`src/verilog/step_seq_pkg.sv`:
```
`default_nettype none

package step_seq_pkg;

  // ---------------------------------------------------------------
  // Register map (byte addresses, word aligned)
  // ---------------------------------------------------------------
  localparam logic [11:0] CTRL_OFS = 12'h000;
  localparam logic [11:0] STATUS_OFS = 12'h004;
  localparam logic [11:0] ELAPSED_OFS = 12'h008;
  localparam logic [11:0] REF_BASE = 12'h040;
  localparam logic [11:0] TIME_BASE = 12'h080;
  localparam logic [11:0] RAMP_BASE = 12'h0C0;
  localparam logic [1:0] REGION_CTRL = 2'h0;
  localparam logic [1:0] REGION_REF = 2'h1;
  localparam logic [1:0] REGION_TIME = 2'h2;
  localparam logic [1:0] REGION_RAMP = 2'h3;
  localparam int REGION_LSB = 6;
  localparam int INDEX_LSB = 2;
  localparam int STATUS_STATE_LSB = 4;

  // ---------------------------------------------------------------
  // Modes, control fields, reset values
  // ---------------------------------------------------------------
  typedef enum logic [1:0] {
    EOC_STOP = 2'b00,
    EOC_HOLD = 2'b01,
    EOC_REPEAT = 2'b10
  } eoc_mode_t;

  // Bit 0 route, bits 2:1 end mode, bit 3 unit, bit 4 power, bit 5 stop
  typedef struct packed {
    logic ret_stop;
    logic ret_pwr;
    logic unit_hours;
    logic [1:0] mode;
    logic route_volt;
  } ctrl_t;

  localparam ctrl_t CTRL_RST = 6'h00;

  typedef enum logic [1:0] {
    ST_IDLE = 2'b00,
    ST_RUN = 2'b01,
    ST_HOLD = 2'b10,
    ST_PWR = 2'b11
  } seq_state_t;

  localparam logic [3:0] LAST_STEP = 4'hF;
  localparam logic [15:0] REF_FULL_SCALE = 16'h03E8;
  localparam logic [15:0] TIME_RST = 16'h0000;
  localparam logic [1:0] RAMP_RST = 2'h0;

  // ---------------------------------------------------------------
  // Timing: tick is one tenth of the selected unit
  // ---------------------------------------------------------------
  localparam int unsigned CLK_HZ = 20_000_000;
  localparam int unsigned TICK_MS = 100;
  localparam int unsigned TICK_CYCLES = CLK_HZ / 1000 * TICK_MS;
  localparam int DIV_W = 21;
  localparam logic [11:0] TICKS_PER_HOUR_TICK = 12'h0E10;

endpackage

`default_nettype wire

```
`src/verilog/step_sequencer.sv`:
```
`timescale 1ns/1ps
`default_nettype none

module step_sequencer
  import step_seq_pkg::*;
#(
  parameter int unsigned TENTH_S_CYCLES = TICK_CYCLES
) (
  input wire logic i_clk, // 20 MHz system clock
  input wire logic i_rst_n, // Synchronous reset, active low
  input wire logic i_psel, // APB select
  input wire logic i_penable, // APB enable
  input wire logic i_pwrite, // APB direction
  input wire logic [11:0] i_paddr, // APB byte address
  input wire logic [31:0] i_pwdata, // APB write data
  output logic [31:0] o_prdata, // APB read data
  output logic o_pready, // APB ready
  output logic o_pslverr, // APB error
  input wire logic i_run_cmd, // Run command pulse
  input wire logic i_stop_cmd, // Stop command pulse, wins over run
  input wire logic i_power_fail, // High while supply is lost
  output logic [15:0] o_freq_set, // Speed, tenths of percent
  output logic o_reverse, // Reverse direction
  output logic [1:0] o_ramp_sel, // Ramp time set
  output logic [15:0] o_volt_set, // Signed voltage, tenths of percent
  output logic [3:0] o_step, // Current step
  output logic o_running // Sequence active
);

  // ---------------------------------------------------------------
  // Storage
  // ---------------------------------------------------------------
  ctrl_t ctrl, next_ctrl;
  logic [15:0] ref_mem [16];
  logic [15:0] time_mem [16];
  logic [1:0] ramp_mem [16];
  seq_state_t state, next_state, pl_state, next_pl_state;
  logic [3:0] step, next_step, pl_step, next_pl_step;
  logic [15:0] elapsed, next_elapsed, pl_elapsed, next_pl_elapsed;
  logic [DIV_W-1:0] pre_cnt, next_pre_cnt;
  logic [11:0] hr_cnt, next_hr_cnt;
  logic [31:0] next_prdata;
  logic next_pready, next_pslverr;
  logic [15:0] next_freq, next_volt;
  logic next_rev, next_running;
  logic [1:0] region;
  logic [3:0] idx;
  logic access, wr_ok, wr_ref, wr_time, wr_ramp;
  logic tick_s, tick, pass_end, step_done;
  logic [15:0] cur_ref, cur_time, mag;

  assign region = i_paddr[REGION_LSB+1:REGION_LSB];
  assign idx = i_paddr[REGION_LSB-1:INDEX_LSB];
  assign cur_ref = ref_mem[step];
  assign cur_time = time_mem[step];

  // ---------------------------------------------------------------
  // APB slave: one wait state, so pready rises in the second access cycle
  // ---------------------------------------------------------------
  always_comb begin
    access = i_psel && i_penable && !o_pready;
    next_pready = access;
    next_prdata = 32'h0000_0000;
    next_pslverr = 1'b0;
    next_ctrl = ctrl;
    wr_ok = 1'b0;
    if (access) begin
      if (i_paddr[11:8] != 4'h0 || i_paddr[1:0] != 2'h0) begin
        next_pslverr = 1'b1;
      end else if (region == REGION_CTRL) begin
        unique case (i_paddr[REGION_LSB-1:0])
          CTRL_OFS[5:0]: begin
            next_prdata = {26'h000_0000, ctrl};
            if (i_pwrite) begin
              next_ctrl = ctrl_t'(i_pwdata[5:0]);
            end
          end
          STATUS_OFS[5:0]: begin
            next_prdata = {26'h000_0000, state, step};
            next_pslverr = i_pwrite;
          end
          ELAPSED_OFS[5:0]: begin
            next_prdata = {16'h0000, elapsed};
            next_pslverr = i_pwrite;
          end
          default: next_pslverr = 1'b1;
        endcase
      end else begin
        wr_ok = i_pwrite;
        unique case (region)
          REGION_REF: next_prdata = {16'h0000, ref_mem[idx]};
          REGION_TIME: next_prdata = {16'h0000, time_mem[idx]};
          default: next_prdata = {30'h0000_0000, ramp_mem[idx]};
        endcase
      end
    end
    wr_ref = wr_ok && region == REGION_REF;
    wr_time = wr_ok && region == REGION_TIME;
    wr_ramp = wr_ok && region == REGION_RAMP;
  end

  // Bus registers; read data is latched so it stands with pready
  always_ff @(posedge i_clk) begin
    if (!i_rst_n) begin
      ctrl <= CTRL_RST;
      o_prdata <= 32'h0000_0000;
      o_pready <= 1'b0;
      o_pslverr <= 1'b0;
    end else begin
      ctrl <= next_ctrl;
      o_prdata <= next_prdata;
      o_pready <= next_pready;
      o_pslverr <= next_pslverr;
    end
  end

  // ---------------------------------------------------------------
  // Step table, one entry per generate iteration
  // ---------------------------------------------------------------
  for (genvar g = 0; g < 16; g++) begin : g_step
    always_ff @(posedge i_clk) begin
      if (!i_rst_n) begin
        ref_mem[g] <= 16'h0000;
        time_mem[g] <= TIME_RST;
        ramp_mem[g] <= RAMP_RST;
      end else if (idx == 4'(g)) begin
        if (wr_ref) begin
          ref_mem[g] <= i_pwdata[15:0];
        end
        if (wr_time) begin
          time_mem[g] <= i_pwdata[15:0];
        end
        if (wr_ramp) begin
          ramp_mem[g] <= i_pwdata[1:0];
        end
      end
    end
  end

  // ---------------------------------------------------------------
  // Tick divider: tenth second, and tenth hour as 3600 of those
  // ---------------------------------------------------------------
  always_comb begin
    tick_s = pre_cnt == DIV_W'(TENTH_S_CYCLES - 1);
    next_pre_cnt = tick_s ? '0 : pre_cnt + 1'b1;
    next_hr_cnt = hr_cnt;
    if (tick_s) begin
      next_hr_cnt = (hr_cnt == TICKS_PER_HOUR_TICK - 1'b1) ? 12'h000 : hr_cnt + 1'b1;
    end
    tick = ctrl.unit_hours ? (tick_s && hr_cnt == TICKS_PER_HOUR_TICK - 1'b1)
                           : tick_s;
    // Restart timing whenever not running so the first step after a start gets a full tick; later steps in a run do not restart it
    if (state != ST_RUN) begin
      next_pre_cnt = '0;
      next_hr_cnt = 12'h000;
    end
  end

  always_ff @(posedge i_clk) begin
    if (!i_rst_n) begin
      pre_cnt <= '0;
      hr_cnt <= 12'h000;
    end else begin
      pre_cnt <= next_pre_cnt;
      hr_cnt <= next_hr_cnt;
    end
  end

  // ---------------------------------------------------------------
  // Sequencer; supply loss outranks stop, stop outranks run
  // ---------------------------------------------------------------
  always_comb begin
    next_state = state;
    next_step = step;
    next_elapsed = elapsed;
    next_pl_state = pl_state;
    next_pl_step = pl_step;
    next_pl_elapsed = pl_elapsed;
    step_done = state == ST_RUN && elapsed >= cur_time;
    pass_end = step_done && step == LAST_STEP && !i_power_fail && !i_stop_cmd;
    if (i_power_fail && state != ST_PWR) begin
      next_state = ST_PWR;
      next_pl_state = state;
      next_pl_step = step;
      next_pl_elapsed = elapsed;
    end else begin
      unique case (state)
        ST_IDLE: begin
          if (i_run_cmd && !i_stop_cmd) begin
            next_state = ST_RUN;
            if (!ctrl.ret_stop) begin
              next_step = 4'h0;
              next_elapsed = 16'h0000;
            end
          end
        end
        ST_RUN: begin
          if (i_stop_cmd) begin
            next_state = ST_IDLE;
          end else if (step_done) begin
            next_elapsed = 16'h0000;
            if (step != LAST_STEP) begin
              next_step = step + 4'h1;
            end else if (ctrl.route_volt) begin
              next_step = 4'h0;
            end else begin
              unique case (ctrl.mode)
                EOC_HOLD: begin
                  next_state = ST_HOLD;
                  next_elapsed = elapsed;
                end
                EOC_REPEAT: next_step = 4'h0;
                default: begin
                  next_state = ST_IDLE;
                  next_step = 4'h0;
                end
              endcase
            end
          end else if (tick) begin
            next_elapsed = elapsed + 16'h0001;
          end
        end
        ST_HOLD: begin
          if (i_stop_cmd) begin
            next_state = ST_IDLE;
          end
        end
        ST_PWR: begin
          if (!i_power_fail) begin
            if (ctrl.ret_pwr) begin
              next_state = pl_state;
              next_step = pl_step;
              next_elapsed = pl_elapsed;
            end else begin
              next_state = (pl_state == ST_IDLE) ? ST_IDLE : ST_RUN;
              next_step = 4'h0;
              next_elapsed = 16'h0000;
            end
          end
        end
      endcase
    end
  end

  always_ff @(posedge i_clk) begin
    if (!i_rst_n) begin
      state <= ST_IDLE;
      step <= 4'h0;
      elapsed <= 16'h0000;
      pl_state <= ST_IDLE;
      pl_step <= 4'h0;
      pl_elapsed <= 16'h0000;
    end else begin
      state <= next_state;
      step <= next_step;
      elapsed <= next_elapsed;
      pl_state <= next_pl_state;
      pl_step <= next_pl_step;
      pl_elapsed <= next_pl_elapsed;
    end
  end

  // ---------------------------------------------------------------
  // Setpoint outputs, registered; speed, reverse and voltage zero whenever the sequence is inactive
  // ---------------------------------------------------------------
  always_comb begin
    next_running = state == ST_RUN || state == ST_HOLD;
    mag = cur_ref[15] ? 16'(-cur_ref) : cur_ref;
    if (mag > REF_FULL_SCALE) begin
      mag = REF_FULL_SCALE; // Clip out-of-range entries to full scale for the speed output
    end
    next_freq = (next_running && !ctrl.route_volt) ? mag : 16'h0000;
    next_rev = next_running && !ctrl.route_volt && cur_ref[15];
    next_volt = (next_running && ctrl.route_volt) ? cur_ref : 16'h0000;
  end

  always_ff @(posedge i_clk) begin
    if (!i_rst_n) begin
      o_freq_set <= 16'h0000;
      o_reverse <= 1'b0;
      o_ramp_sel <= RAMP_RST;
      o_volt_set <= 16'h0000;
      o_step <= 4'h0;
      o_running <= 1'b0;
    end else begin
      o_freq_set <= next_freq;
      o_reverse <= next_rev;
      o_ramp_sel <= ramp_mem[step];
      o_volt_set <= next_volt;
      o_step <= step;
      o_running <= next_running;
    end
  end
endmodule

`default_nettype wire

```
`config.mk`:
```
export PLATFORM = sky130hd
export DESIGN_NAME = step_sequencer
export DESIGN_NICKNAME = d
export VERILOG_FILES = /design/src/verilog/step_seq_pkg.sv /design/src/verilog/step_sequencer.sv
export SDC_FILE = /design/constraint.sdc
export NUM_CORES = 1
export LEC_CHECK = 0
export BUFFER_PORTS_ARGS = -buffer_cell sky130_fd_sc_hd__buf_2
export CELL_PAD_IN_SITES_DETAIL_PLACEMENT = 0
export CELL_PAD_IN_SITES_GLOBAL_PLACEMENT = 1
export CORE_MARGIN = 5
export CORE_UTILIZATION = 45
export CTS_CLUSTER_DIAMETER = 60
export DETAILED_ROUTE_END_ITERATION = 10
export PLACE_DENSITY_LB_ADDON = 0.1
export SYNTH_ARGS = -nofsm -noshare
export SYNTH_HDL_FRONTEND = slang
export SYNTH_SLANG_ARGS = --single-unit
```
`constraint.sdc`:
```
create_clock -name i_clk -period 5.5 [get_ports i_clk]
set_clock_uncertainty 0.05 [all_clocks]
set_input_delay 0.55 -clock i_clk [delete_from_list [all_inputs] [get_ports i_clk]]
set_output_delay 0.55 -clock i_clk [all_outputs]
set_load 0.01 [all_outputs]
```
* After elaboration in Yosys (flattened, before gate mapping) *
Memories as Yosys holds them, arrays and structs flattened. A register that Yosys moved wholly into a read port is not among the register bits.
Index checks and enable logic that the tools add are counted.

word-level totals
  flip-flop bits (word level) = 155
  bits in latches = 0
  memory bits (writable) = 544
  memory bits (read-only) = 0
  output and inout port bits = 74
  word-level logic and storage cells = 414
  memories kept = 3

memories
  memory    words  width  rd ports  clocked after Yosys merged registers in  wr ports  line                  RTL
  ref_mem   16     16     2         1                                        16        step_sequencer.sv:34  logic [15:0] ref_mem [16];
  time_mem  16     16     2         1                                        16        step_sequencer.sv:35  logic [15:0] time_mem [16];
  ramp_mem  16     2      2         1                                        16        step_sequencer.sv:36  logic [1:0] ramp_mem [16];

cells by class
  add/sub/neg operators = 5
  multiply operators = 0
  divide/modulo/power cells = 0
  $lt $le $gt $ge = 2
  equality and inequality tests = 45
  shifts and indexed selects = 0
  multiplexer cells = 246
  bitwise operators = 53
  reduce and logical (&&, ||, !) cells = 38

operator list
  cell                                                                     count
  16-bit two-way mux                                                       43
  1-bit two-way mux                                                        155
  16-bit case mux with 3 select lines                                      2
  4-bit two-way mux                                                        13
  2-bit two-way mux                                                        25
  1-bit bitwise OR                                                         48
  4-bit equality test (second input constant)                              8
  32-bit two-way mux                                                       1
  16-bit case mux with 2 select lines                                      1
  21-bit by 1-bit adder with 21-bit output (second input constant)         1
  21-bit equality test (second input constant)                             1
  16-bit by 1-bit adder with 16-bit output (second input constant)         1
  4-bit by 3-bit equality test with 1-bit output (second input constant)   4
  16-bit greater-or-equal comparator                                       1
  16-bit by 10-bit > comparator with 1-bit output (second input constant)  1
  4-bit != test (second input constant)                                    4
  16-bit negator                                                           1
  8-bit AND reduction                                                      2
  12-bit by 1-bit adder with 12-bit output (second input constant)         1
  12-bit equality test (second input constant)                             1
  1-bit logical AND                                                        12
  12-bit two-way mux                                                       1
  2-bit != test (second input constant)                                    6
  3-bit != test (second input constant)                                    4
  other kinds (29)                                                         52

* Longest topological paths before layout *
Gate-level depths: netlist of the first run.

  depth after elaboration = 10
  depth in mapped cells = 19
  mapped depth without buffers = 12

* Least setup slack after synthesis of the first run *
OpenSTA, ideal clock, no wires.

  kind = flip-flop to flip-flop
  start = register (tool-made name)
  end = register elapsed[0]
  setup time = 71 ps
  data arrival time = 5521 ps
  data required time = 5379 ps
  setup slack = -142 ps
  cell stages (with the launch flop) = 20
  buffers on the path = 7
  clock period less this slack = 5642 ps
  cell sequence = dfxtp_1 buf_6 buf_12 buf_12 buf_2 buf_1 buf_1 mux4_2 mux4_2 ha_1 nand2b_1 a21o_1 a21o_1 a21oi_1 o21ai_0 a21o_1 a2111oi_1 or2_2 clkbuf_1 o2bb2ai_1

RTL lines
  what                    line                   RTL
  end signal: assignment  step_sequencer.sv:256  elapsed <= next_elapsed;
  end: declaration        step_sequencer.sv:39   logic [15:0] elapsed, next_elapsed, pl_elapsed, next_pl_elapsed;

==> metrics.md, run 1 <==
| Metric | Value |
|---|---|
| Run status | `finished clean` |
| Worst r2r path cells | `12` |
| CTS tree | `yes` |
| Worst-margin pin slew | `1.206 ns` |
| MaxCap Viol Count | `0` |
| Cts hold-fix bufs | `0` |
| Clk_lat worst skew | `0.65 ns` |
| Final setup violation count | `0` |
| Initial antenna violation count | `7` |
| Final Core Density | `51.32%` |
| Height of the die | `292.0 um` |
| Final nets | `approximately 2800` |
| WP data arrival | `5.34 ns` |
| Yosys reg bits | `689` |
| Overall Global Routing Usage | `26.12%` |
| Post-route setup TNS | `0 ns` |
| Crit Path Class | `flip-flop to flip-flop` |
| Synth top area share | `45.64%` |
| Ports | `126` |
| Fin cells | `3825` |
| Root Buffer | `clkbuf_16` |
| HP Class | `input pin to flip-flop` |
| WHS | `0.1569 ns` |
| Synth Instances | `2626` |
| Syn avg cell area | `~14 sq um` |
| P per Cell Area | `approximately 330 nW/um^2` |
| Share of flip-flops with an asynchronous set or reset | `0%` |
| Worst EP required | `6.02 ns` |
| Worst path most repeated cell | `mux4_2` |
| Clock tree buffer depth | `3` |
| Final slew viol count | `0` |
| Starting Density | `a little under half` |
| Grt ovf | `0` |
| Peak supply drop | `between 200 and 250 uV` |
| Hold Path Depth | `3` |
| Initial DRC count | `about 2300` |
| Area contributors post-synth | `edfxtp_1 46%, mux4_2 20%, and2_1 9.3%` |
| Die Wd | `around 300 um` |
| Via/cell ratio | `6.121` |
| Max Clk Rate | `207.4 MHz` |
| Reg-to-reg slack, setup | `0.68 ns` |
| Drt first pass iters | `5` |
| Routed WL | `between 100 and 150 mm` |
| Clk slew on worst S/H paths | `0.06 ns` |
| Final WS setup | `roughly 0.68 ns` |
| Placed cells | `3671` |
| Via count | `around 23000` |
| Vias in the first global route | `23647` |
| Number of H-tree levels | `3` |
| Post-DP HPWL | `just over 70 mm` |
| Crit path max fanout | `34` |
| CP max-delay cell | `dfxtp_4` |
| Most common cell in the synthesized netlist | `edfxtp_1` |
| Commonest cells in the synthesized netlist | `544 x edfxtp_1, 531 x and2_1, 319 x mux4_2` |
| Die area | `85280 sq um` |
| Area leader, netlist | `edfxtp_1` |
| Port buffer count | `93` |
| Period minus WS final | `slightly below 5 ns` |
| Share of cells above drive strength 1 | `25.54%` |
| CP max stage delay | `0.88 ns` |
| CTS sink cnt | `689` |
| Crit path max-delay family | `compound AO/OA/AOI/OAI gates` |
| Fin. Hold Viols | `0` |
| CP cell instances | `buf_12 > mux4_2 > mux4_2 > inv_1 > ha_1 > a2111oi_0 > o21ai_0 > a21o_1 > a2111oi_2 > buf_4 > or2_2 > o2bb2ai_1` |
| Core ar. | `about 79000 sq um` |
| RSZ-0062 raised after global routing | `no` |
| CTS-repair resized insts | `0` |
| WP buf/inv | `3` |
| Register area share after synthesis | `53.75%` |
| # rows | `approximately 100` |
| Dpl ws | `approximately 0.73 ns` |
| Post-CTS setup buffer count | `0` |
| Leak | `about 14 nW` |
| Hold Path End | `o_pready` |
| Largest net degree at the start of global routing | `between 80 and 90` |
| DR WL/cell | `29.64 um` |
| Crit path launch type | `flip-flop` |
| Crit path capture type | `flip-flop` |
| # DRC | `0` |
| Synth warnings | `0` |
| Yosys cell types | `72` |
| Routability-driven placement congestion ratio | `about 0.85` |
| Num CTS Buffers | `83` |
| Mapped Area | `between 30000 and 40000 sq um` |
| Ys flop type | `edfxtp_1` |
| Post-synth EDFFs | `approximately 540` |
| Post-DRT Antenna Nets | `0` |
| Final period util | `87.65%` |
| Worst min-delay path startpoint | `i_penable` |
| First-pass GRT wire length | `163.1 mm` |
| Reg2Reg Capture Point | `elapsed[14]` |
| Slew headroom | `18.85%` |
| Synth-to-Final Area Change | `13.09%` |
placed cells by master (no fill, tap or decap), types with 28 or more instances in the layout:
cell       count
edfxtp_1     544
clkbuf_16     83
and2_1       531
ha_1          30
a22oi_1       40
o21ai_0       32
a21oi_1       68
nor2_1       168
inv_1         37
nand2_1      105
mux4_2       319
o21ai_2       28
buf_2         91
nand3_1       43
buf_4        100
dfxtp_1      142
worst min-delay path, stage by stage:
cell	delay, ns
buf_2	0.09
nand2_1	0.07
nor3_1	0.06
cell type report:
cell class,count,area (sq um)
Sequential cell,689,19250
Multi-Input combinational cell,1694,15650
Antenna cell,3,7.507
Timing Repair Buffer,199,1353
Clock buffer,107,2260
Inverter,39,146.4
Clock inverter,44,498.0
Tap cell,1050,1314
Fill cell,6689,38390
registers in the layout (all words and copies together) (netlist names), 12 cells and up, named ones only:
name / flops
elapsed: 16
hr_cnt: 12
o_freq_set: 16
o_prdata: 16
o_volt_set: 16
pl_elapsed: 16
pre_cnt: 21
ramp_mem: 32
ref_mem: 256
time_mem: 256
power breakdown:
group | total (mW) | switching, mW | internal [mW]
Clock | 5.56 | 2.28 | 3.27
Sequential | 5.94 | 0.151 | 5.79
Combinational | 1.78 | 1.04 | 0.742
Total | 13.3 | 3.47 | 9.80
logic make-up after synthesis:
group | count (synthesis) | share of synthesized area [%]
muxes | 344 | 20.78
DFF | 689 | 53.75
AOI/OAI and AO/OA | 284 | 5.195
other | 1 | 0.01048
xor gates and xnor gates | 40 | 0.9788
buffers and inverters | 264 | 3.234
adders and majority gates | 30 | 1.049
and+or+nand+nor | 974 | 15.01
worst max-delay path by stage:
stage / depth (start not counted) / from / to / slack (ns)
global route: 12 / flip-flop / elapsed[14] / 0.43
floorplan: 19 / flip-flop / elapsed[0] / 0.14
finish: 12 / flip-flop / elapsed[14] / 0.68
CTS: 12 / flip-flop / state[0] / 0.71
global placement: 13 / flip-flop / elapsed[13] / 0.78
detailed placement: 13 / flip-flop / elapsed[14] / 0.73
layer usage:
| metal | part of all wire (%) | GRT usage (%) | vias to the layer above |
|---|---|---|---|
| met5 | 0 | 0 | - |
| met4 | 3.3 | 8.174 | 0 |
| met3 | 9.2 | 5.469 | 176 |
| met2 | 48 | 42.68 | 1115 |
| met1 | 40 | 35.50 | 12072 |
| li1 | - | - | 10050 |
stage by stage:
stage	cell area, sq um	power [mW]
after detailed placement	37710	7.817
after floorplan	35880	7.178
after CTS	40470	13.36
final	40480	13.28
after global placement	37710	7.779
after global routing	40470	13.70
Note: power is estimated with default switching activity, not from simulation.
==> run 2, diff against run 1 <==
==> constraint.sdc (replaced) <==
create_clock -name i_clk -period 5.5 [get_ports i_clk]
set_clock_uncertainty 0.05 [all_clocks]
set_input_delay 0.825 -clock i_clk [delete_from_list [all_inputs] [get_ports i_clk]]
set_output_delay 0.825 -clock i_clk [all_outputs]
set_load 0.01 [all_outputs]
==> metrics.md, run 2 (synthesized netlist as in run 1, its figures left out) <==
| Metric | Value |
|---|---|
| Core ar. | `78870 sq um` |
| Worst-margin pin slew | `1.152 ns` |
| Clock tree buffer depth | `3` |
| Vias in the first global route | `23350` |
| Critical Path End | `elapsed[14]` |
| Clock group share of total power | `40.1%` |
| Crit path capture type | `flip-flop` |
| Placed cells | `3667` |
| Final period util | `84.92%` |
| P_int | `9.545 mW` |
| Reg2Reg Capture Point | `elapsed[14]` |
| Post-DP HPWL | `70.44 mm` |
| Switching share of power | `25.81%` |
| Worst path most repeated cell | `a21o_1` |
| Clk_lat worst skew | `0.63 ns` |
| Max Clk Rate | `214.1 MHz` |
| First-pass GRT wire length | `162.4 mm` |
| Num CTS Buffers | `a little over 80` |
| Root Buffer | `clkbuf_16` |
| Post-DRT Antenna Nets | `0` |
| CTS sink cnt | `about 700` |
| CTS tree | `yes` |
| Final slew viol count | `0` |
| Slew headroom | `22.89%` |
| Height of the die | `~300 um` |
| Switch Pwr | `3.321 mW` |
| Fin cells | `roughly 3800` |
| Cts hold-fix bufs | `0` |
| Ports | `approximately 130` |
| Fin. Hold Viols | `0` |
| Part of the power in combinational logic | `13.8%` |
| Via/cell ratio | `around 6` |
| Routability-driven placement congestion ratio | `between 0.8 and 0.9` |
| Crit Path Class | `flip-flop to flip-flop` |
| Final nets | `2783` |
| Crit path launch type | `flip-flop` |
| Largest net degree at the start of global routing | `85` |
| Post-CTS setup buffer count | `0` |
| Via count | `23423` |
| Reg-to-reg slack, setup | `0.83 ns` |
| Routed WL | `112.2 mm` |
| Initial DRC count | `2457` |
| HP Class | `flip-flop to flip-flop` |
| Port buffer count | `93` |
| Grt ovf | `0` |
| Peak supply drop | `roughly 240 uV` |
| Most frequent cells in the layout | `544 x edfxtp_1, 531 x and2_1, 319 x mux4_2` |
| Placed cell areas | `37640 sq um` |
| Starting Density | `a little under half` |
| Die area | `approximately 85000 sq um` |
| WP data arrival | `between 5 and 6 ns` |
| # DRC | `0` |
| Commonest non-fill, non-tap cell in the layout | `edfxtp_1` |
| Post-route cell area | `40170 sq um` |
| RSZ-0062 raised after global routing | `no` |
| Period minus WS final | `4.670 ns` |
| Final setup violation count | `0` |
| MaxCap Viol Count | `0` |
| CTS-repair resized insts | `0` |
| DR WL/cell | `29.46 um` |
| Post-route setup TNS | `0 ns` |
| Worst EP required | `5.95 ns` |
| CP max-delay cell | `dfxtp_4` |
| Overall Global Routing Usage | `25.84%` |
| Worst r2r path cells | `14` |
| Synth-to-Final Area Change | `12.24%` |
| Seq pwr share | `46.1%` |
| Top Registers | `ref_mem x256, time_mem x256, ramp_mem x32` |
| # rows | `103` |
| Share of cells above drive strength 1 | `24.69%` |
| Drt first pass iters | `5` |
| Clk slew on worst S/H paths | `approximately 0.060 ns` |
| P per Cell Area | `320.3 nW/um^2` |
| Initial antenna violation count | `7` |
| Run status | `finished clean` |
| Die Wd | `292.0 um` |
| CP cell instances | `buf_4 > mux4_2 > mux4_2 > inv_1 > ha_1 > a21o_1 > a21o_1 > a21oi_1 > o21ai_0 > a21o_1 > a2111oi_2 > buf_4 > or2_2 > o2bb2ai_1` |
| CP max stage delay | `approximately 0.68 ns` |
| Number of H-tree levels | `3` |
| Crit path max fanout | `21` |
| WHS | `around 0.40 ns` |
| Leak | `14.11 nW` |
==> run 2: critical path, delay by kind of cell (launching register included) <==
kind	cells	cell delay (ns)
buf+inv	3	0.77
mux	2	1.09
simple gates	1	0.40
fa+ha+maj	1	0.19
compound gates	7	1.31
flops	1	0.68
==> run 2: worst min path at each step <==
stage	end	cells past startpoint	start
5_1_grt	pl_elapsed[4]	2	pl_elapsed[4]
3_5_place_dp	pl_step[3]	2	pl_step[3]
3_3_place_gp	pre_cnt[0]	1	pre_cnt[0]
4_1_cts	o_pready	3	i_penable
2_1_floorplan	pre_cnt[0]	1	pre_cnt[0]
6_report	pl_elapsed[2]	2	pl_elapsed[2]
==> run 2: power by group through the flow <==
stage | Sequential [mW] | Clock [mW] | Combinational, mW
floorplan | 5.97 | 0 | 1.21
global placement | 6.02 | 0 | 1.76
detailed placement | 6.04 | 0 | 1.77
CTS | 5.93 | 5.26 | 1.78
global route | 5.95 | 5.47 | 1.88
finish | 5.93 | 5.16 | 1.78
==> run 2: final cells by class <==
cell class / count / area, sq um
timing repair buffer: 195 / 1335
tap: 1050 / 1314
inverter: 39 / 146.4
fill: 6767 / 38700
antenna: 1 / 2.502
clock inverter: 33 / 240.2
clock buffer: 108 / 2286
multi-input combinational: 1694 / 15600
sequential: 689 / 19250
==> run 2: through the flow <==
step	setup WS [ns]	util, %	total power, mW
after CTS	0.8144	50.93	12.97
after global routing	0.5725	50.93	13.31
after global placement	0.9156	47.73	7.780
after detailed placement	0.8409	47.73	7.810
final	0.8296	50.93	12.87
after floorplan	0.1440	-	7.178
==> run 2: layer usage <==
metal  vias to the layer above  wire, um  global-route usage, %
li1                      10042         -                      -
met3                       183      8733                  4.404
met5                         -         0                      0
met4                         0      3201                  6.650
met2                      1004     53890                  42.20
met1                     12194     46400                  36.43
==> run 3, diff against run 2 <==
==> constraint.sdc (replaced) <==
create_clock -name i_clk -period 4.8 [get_ports i_clk]
set_clock_uncertainty 0.05 [all_clocks]
set_input_delay 0.72 -clock i_clk [delete_from_list [all_inputs] [get_ports i_clk]]
set_output_delay 0.72 -clock i_clk [all_outputs]
set_load 0.01 [all_outputs]
==> metrics.md, run 3 (synthesized netlist as in run 1, its figures left out) <==
| Metric | Value |
|---|---|
| Final period util | `94.54%` |
| Die area | `85280 sq um` |
| Routability-driven placement congestion ratio | `0.8385` |
| Commonest non-fill, non-tap cell in the layout | `edfxtp_1` |
| Period minus WS final | `between 4 and 5 ns` |
| Final setup violation count | `0` |
| Top Registers | `ref_mem x256, time_mem x256, ramp_mem x32` |
| Initial antenna violation count | `4` |
| Clk_lat worst skew | `approximately 0.63 ns` |
| Starting Density | `45.38%` |
| Final slew viol count | `0` |
| Final Power | `between 10 and 15 mW` |
| Vias in the first global route | `23940` |
| Share of cells above drive strength 1 | `25.33%` |
| Crit path launch type | `flip-flop` |
| Leak | `14.25 nW` |
| Die Wd | `around 300 um` |
| Largest net degree at the start of global routing | `54` |
| Number of H-tree levels | `3` |
| Ports | `126` |
| # rows | `about 100` |
| Port buffer count | `between 90 and 100` |
| WP data arrival | `5.00 ns` |
| CTS tree | `yes` |
| Clk slew on worst S/H paths | `0.06 ns` |
| Core ar. | `~80000 sq um` |
| Height of the die | `292.0 um` |
| Crit Path Class | `flip-flop to flip-flop` |
| P_int | `approximately 11 mW` |
| Worst-margin pin slew | `1.119 ns` |
| Most frequent cells in the layout | `544 x edfxtp_1, 531 x and2_1, 319 x mux4_2` |
| Part of the power in combinational logic | `14.0%` |
| Overall Global Routing Usage | `a little over a quarter` |
| Crit path max fanout | `42` |
| Fillers | `6793` |
| Final nets | `2808` |
| Peak supply drop | `approximately 220 uV` |
| Fin. Hold Viols | `0` |
| Initial DRC count | `2813` |
| CTS sink cnt | `between 600 and 700` |
| Root Buffer | `clkbuf_16` |
| Num CTS Buffers | `83` |
| Worst EP required | `5.27 ns` |
| DR WL/cell | `between 20 and 30 um` |
| Max Clk Rate | `between 200 and 250 MHz` |
| First-pass GRT wire length | `164.4 mm` |
| Crit path capture type | `flip-flop` |
| Run status | `finished clean` |
| Switching share of power | `26.41%` |
| Clock group share of total power | `roughly two fifths` |
| HP Class | `input pin to flip-flop` |
| Post-CTS setup buffer count | `0` |
| Seq pwr share | `45.6%` |
| Grt ovf | `0` |
| Via/cell ratio | `6.161` |
| Slew headroom | `25.42%` |
| Post-route setup TNS | `0 ns` |
| Switch Pwr | `~4 mW` |
| Clock tree buffer depth | `3` |
| MaxCap Viol Count | `0` |
| P per Cell Area | `between 300 and 400 nW/um^2` |
| CTS-repair resized insts | `0` |
| Via count | `23713` |
| Cts hold-fix bufs | `0` |
| RSZ-0062 raised after global routing | `no` |
| Routed WL | `113.2 mm` |
| # DRC | `0` |
| Post-DRT Antenna Nets | `0` |
| Post-DP HPWL | `between 70 and 80 mm` |
| Drt first pass iters | `5` |
| Synth-to-Final Area Change | `13.05%` |
## run 3: final cells by class
type / instances / area, sq um / area share (%)
diodes: 4 / 10.01 / 0.02474
clock buffers: 114 / 2311 / 5.711
clock inverters: 40 / 281.5 / 0.6958
inverters: 39 / 146.4 / 0.3618
multi-input cells: 1694 / 15610 / 38.59
flip-flops and latches: 689 / 19250 / 47.57
well taps: 1050 / 1314 / 3.247
repair buffers: 219 / 1540 / 3.807
## run 3: worst paths after layout
path	from	to	slack, ns	depth (start not counted)
max reg2reg	flip-flop	state[0]	0.26	13
max	flip-flop	state[0]	0.26	13
min	i_penable	o_pready	0.33	3
min reg2reg	pl_step[3]	pl_step[3]	0.41	2
## run 3: critical path, cell delays in order, from the launching register on
cell	delay (ns)
dfxtp_4	0.85
buf_4	0.30
mux4_2	0.33
mux4_2	0.49
inv_1	0.21
ha_1	0.19
a21o_1	0.11
a21o_1	0.11
a21oi_1	0.05
o21ai_0	0.52
a21oi_1	0.18
o41ai_1	0.63
nand4b_1	0.19
o311a_1	0.16
## run 3: layer usage
metal / global-route usage, % / part of all wire, %
met3: 6.069 / 10
met2: 40.95 / 46
met1: 36.82 / 40
met5: 0 / 0
met4: 8.220 / 3.2
## run 3: through the flow
stage               cell area [sq um]  setup slack, ns  util, %  cells  hold WS, ns
detailed placement              37860           0.2468    48.00   3691       0.3947
global placement                37860           0.2850    48.00   3691       0.3879
finish                          40460           0.2623    51.30   3849       0.3272
floorplan                       35900          0.02480        -   2647       0.3800
global route                    40450         0.003644    51.29   3845       0.3587
CTS                             40450           0.2265    51.29   3845       0.3064
## run 3: power groups by stage
stage / sequential, mW / clock [mW] / combinational, mW
floorplan: 6.84 / 0 / 1.39
global placement: 6.90 / 0 / 2.06
detailed placement: 6.92 / 0 / 2.08
CTS: 6.79 / 6.11 / 2.09
global route: 6.82 / 6.37 / 2.21
finish: 6.79 / 6.01 / 2.09
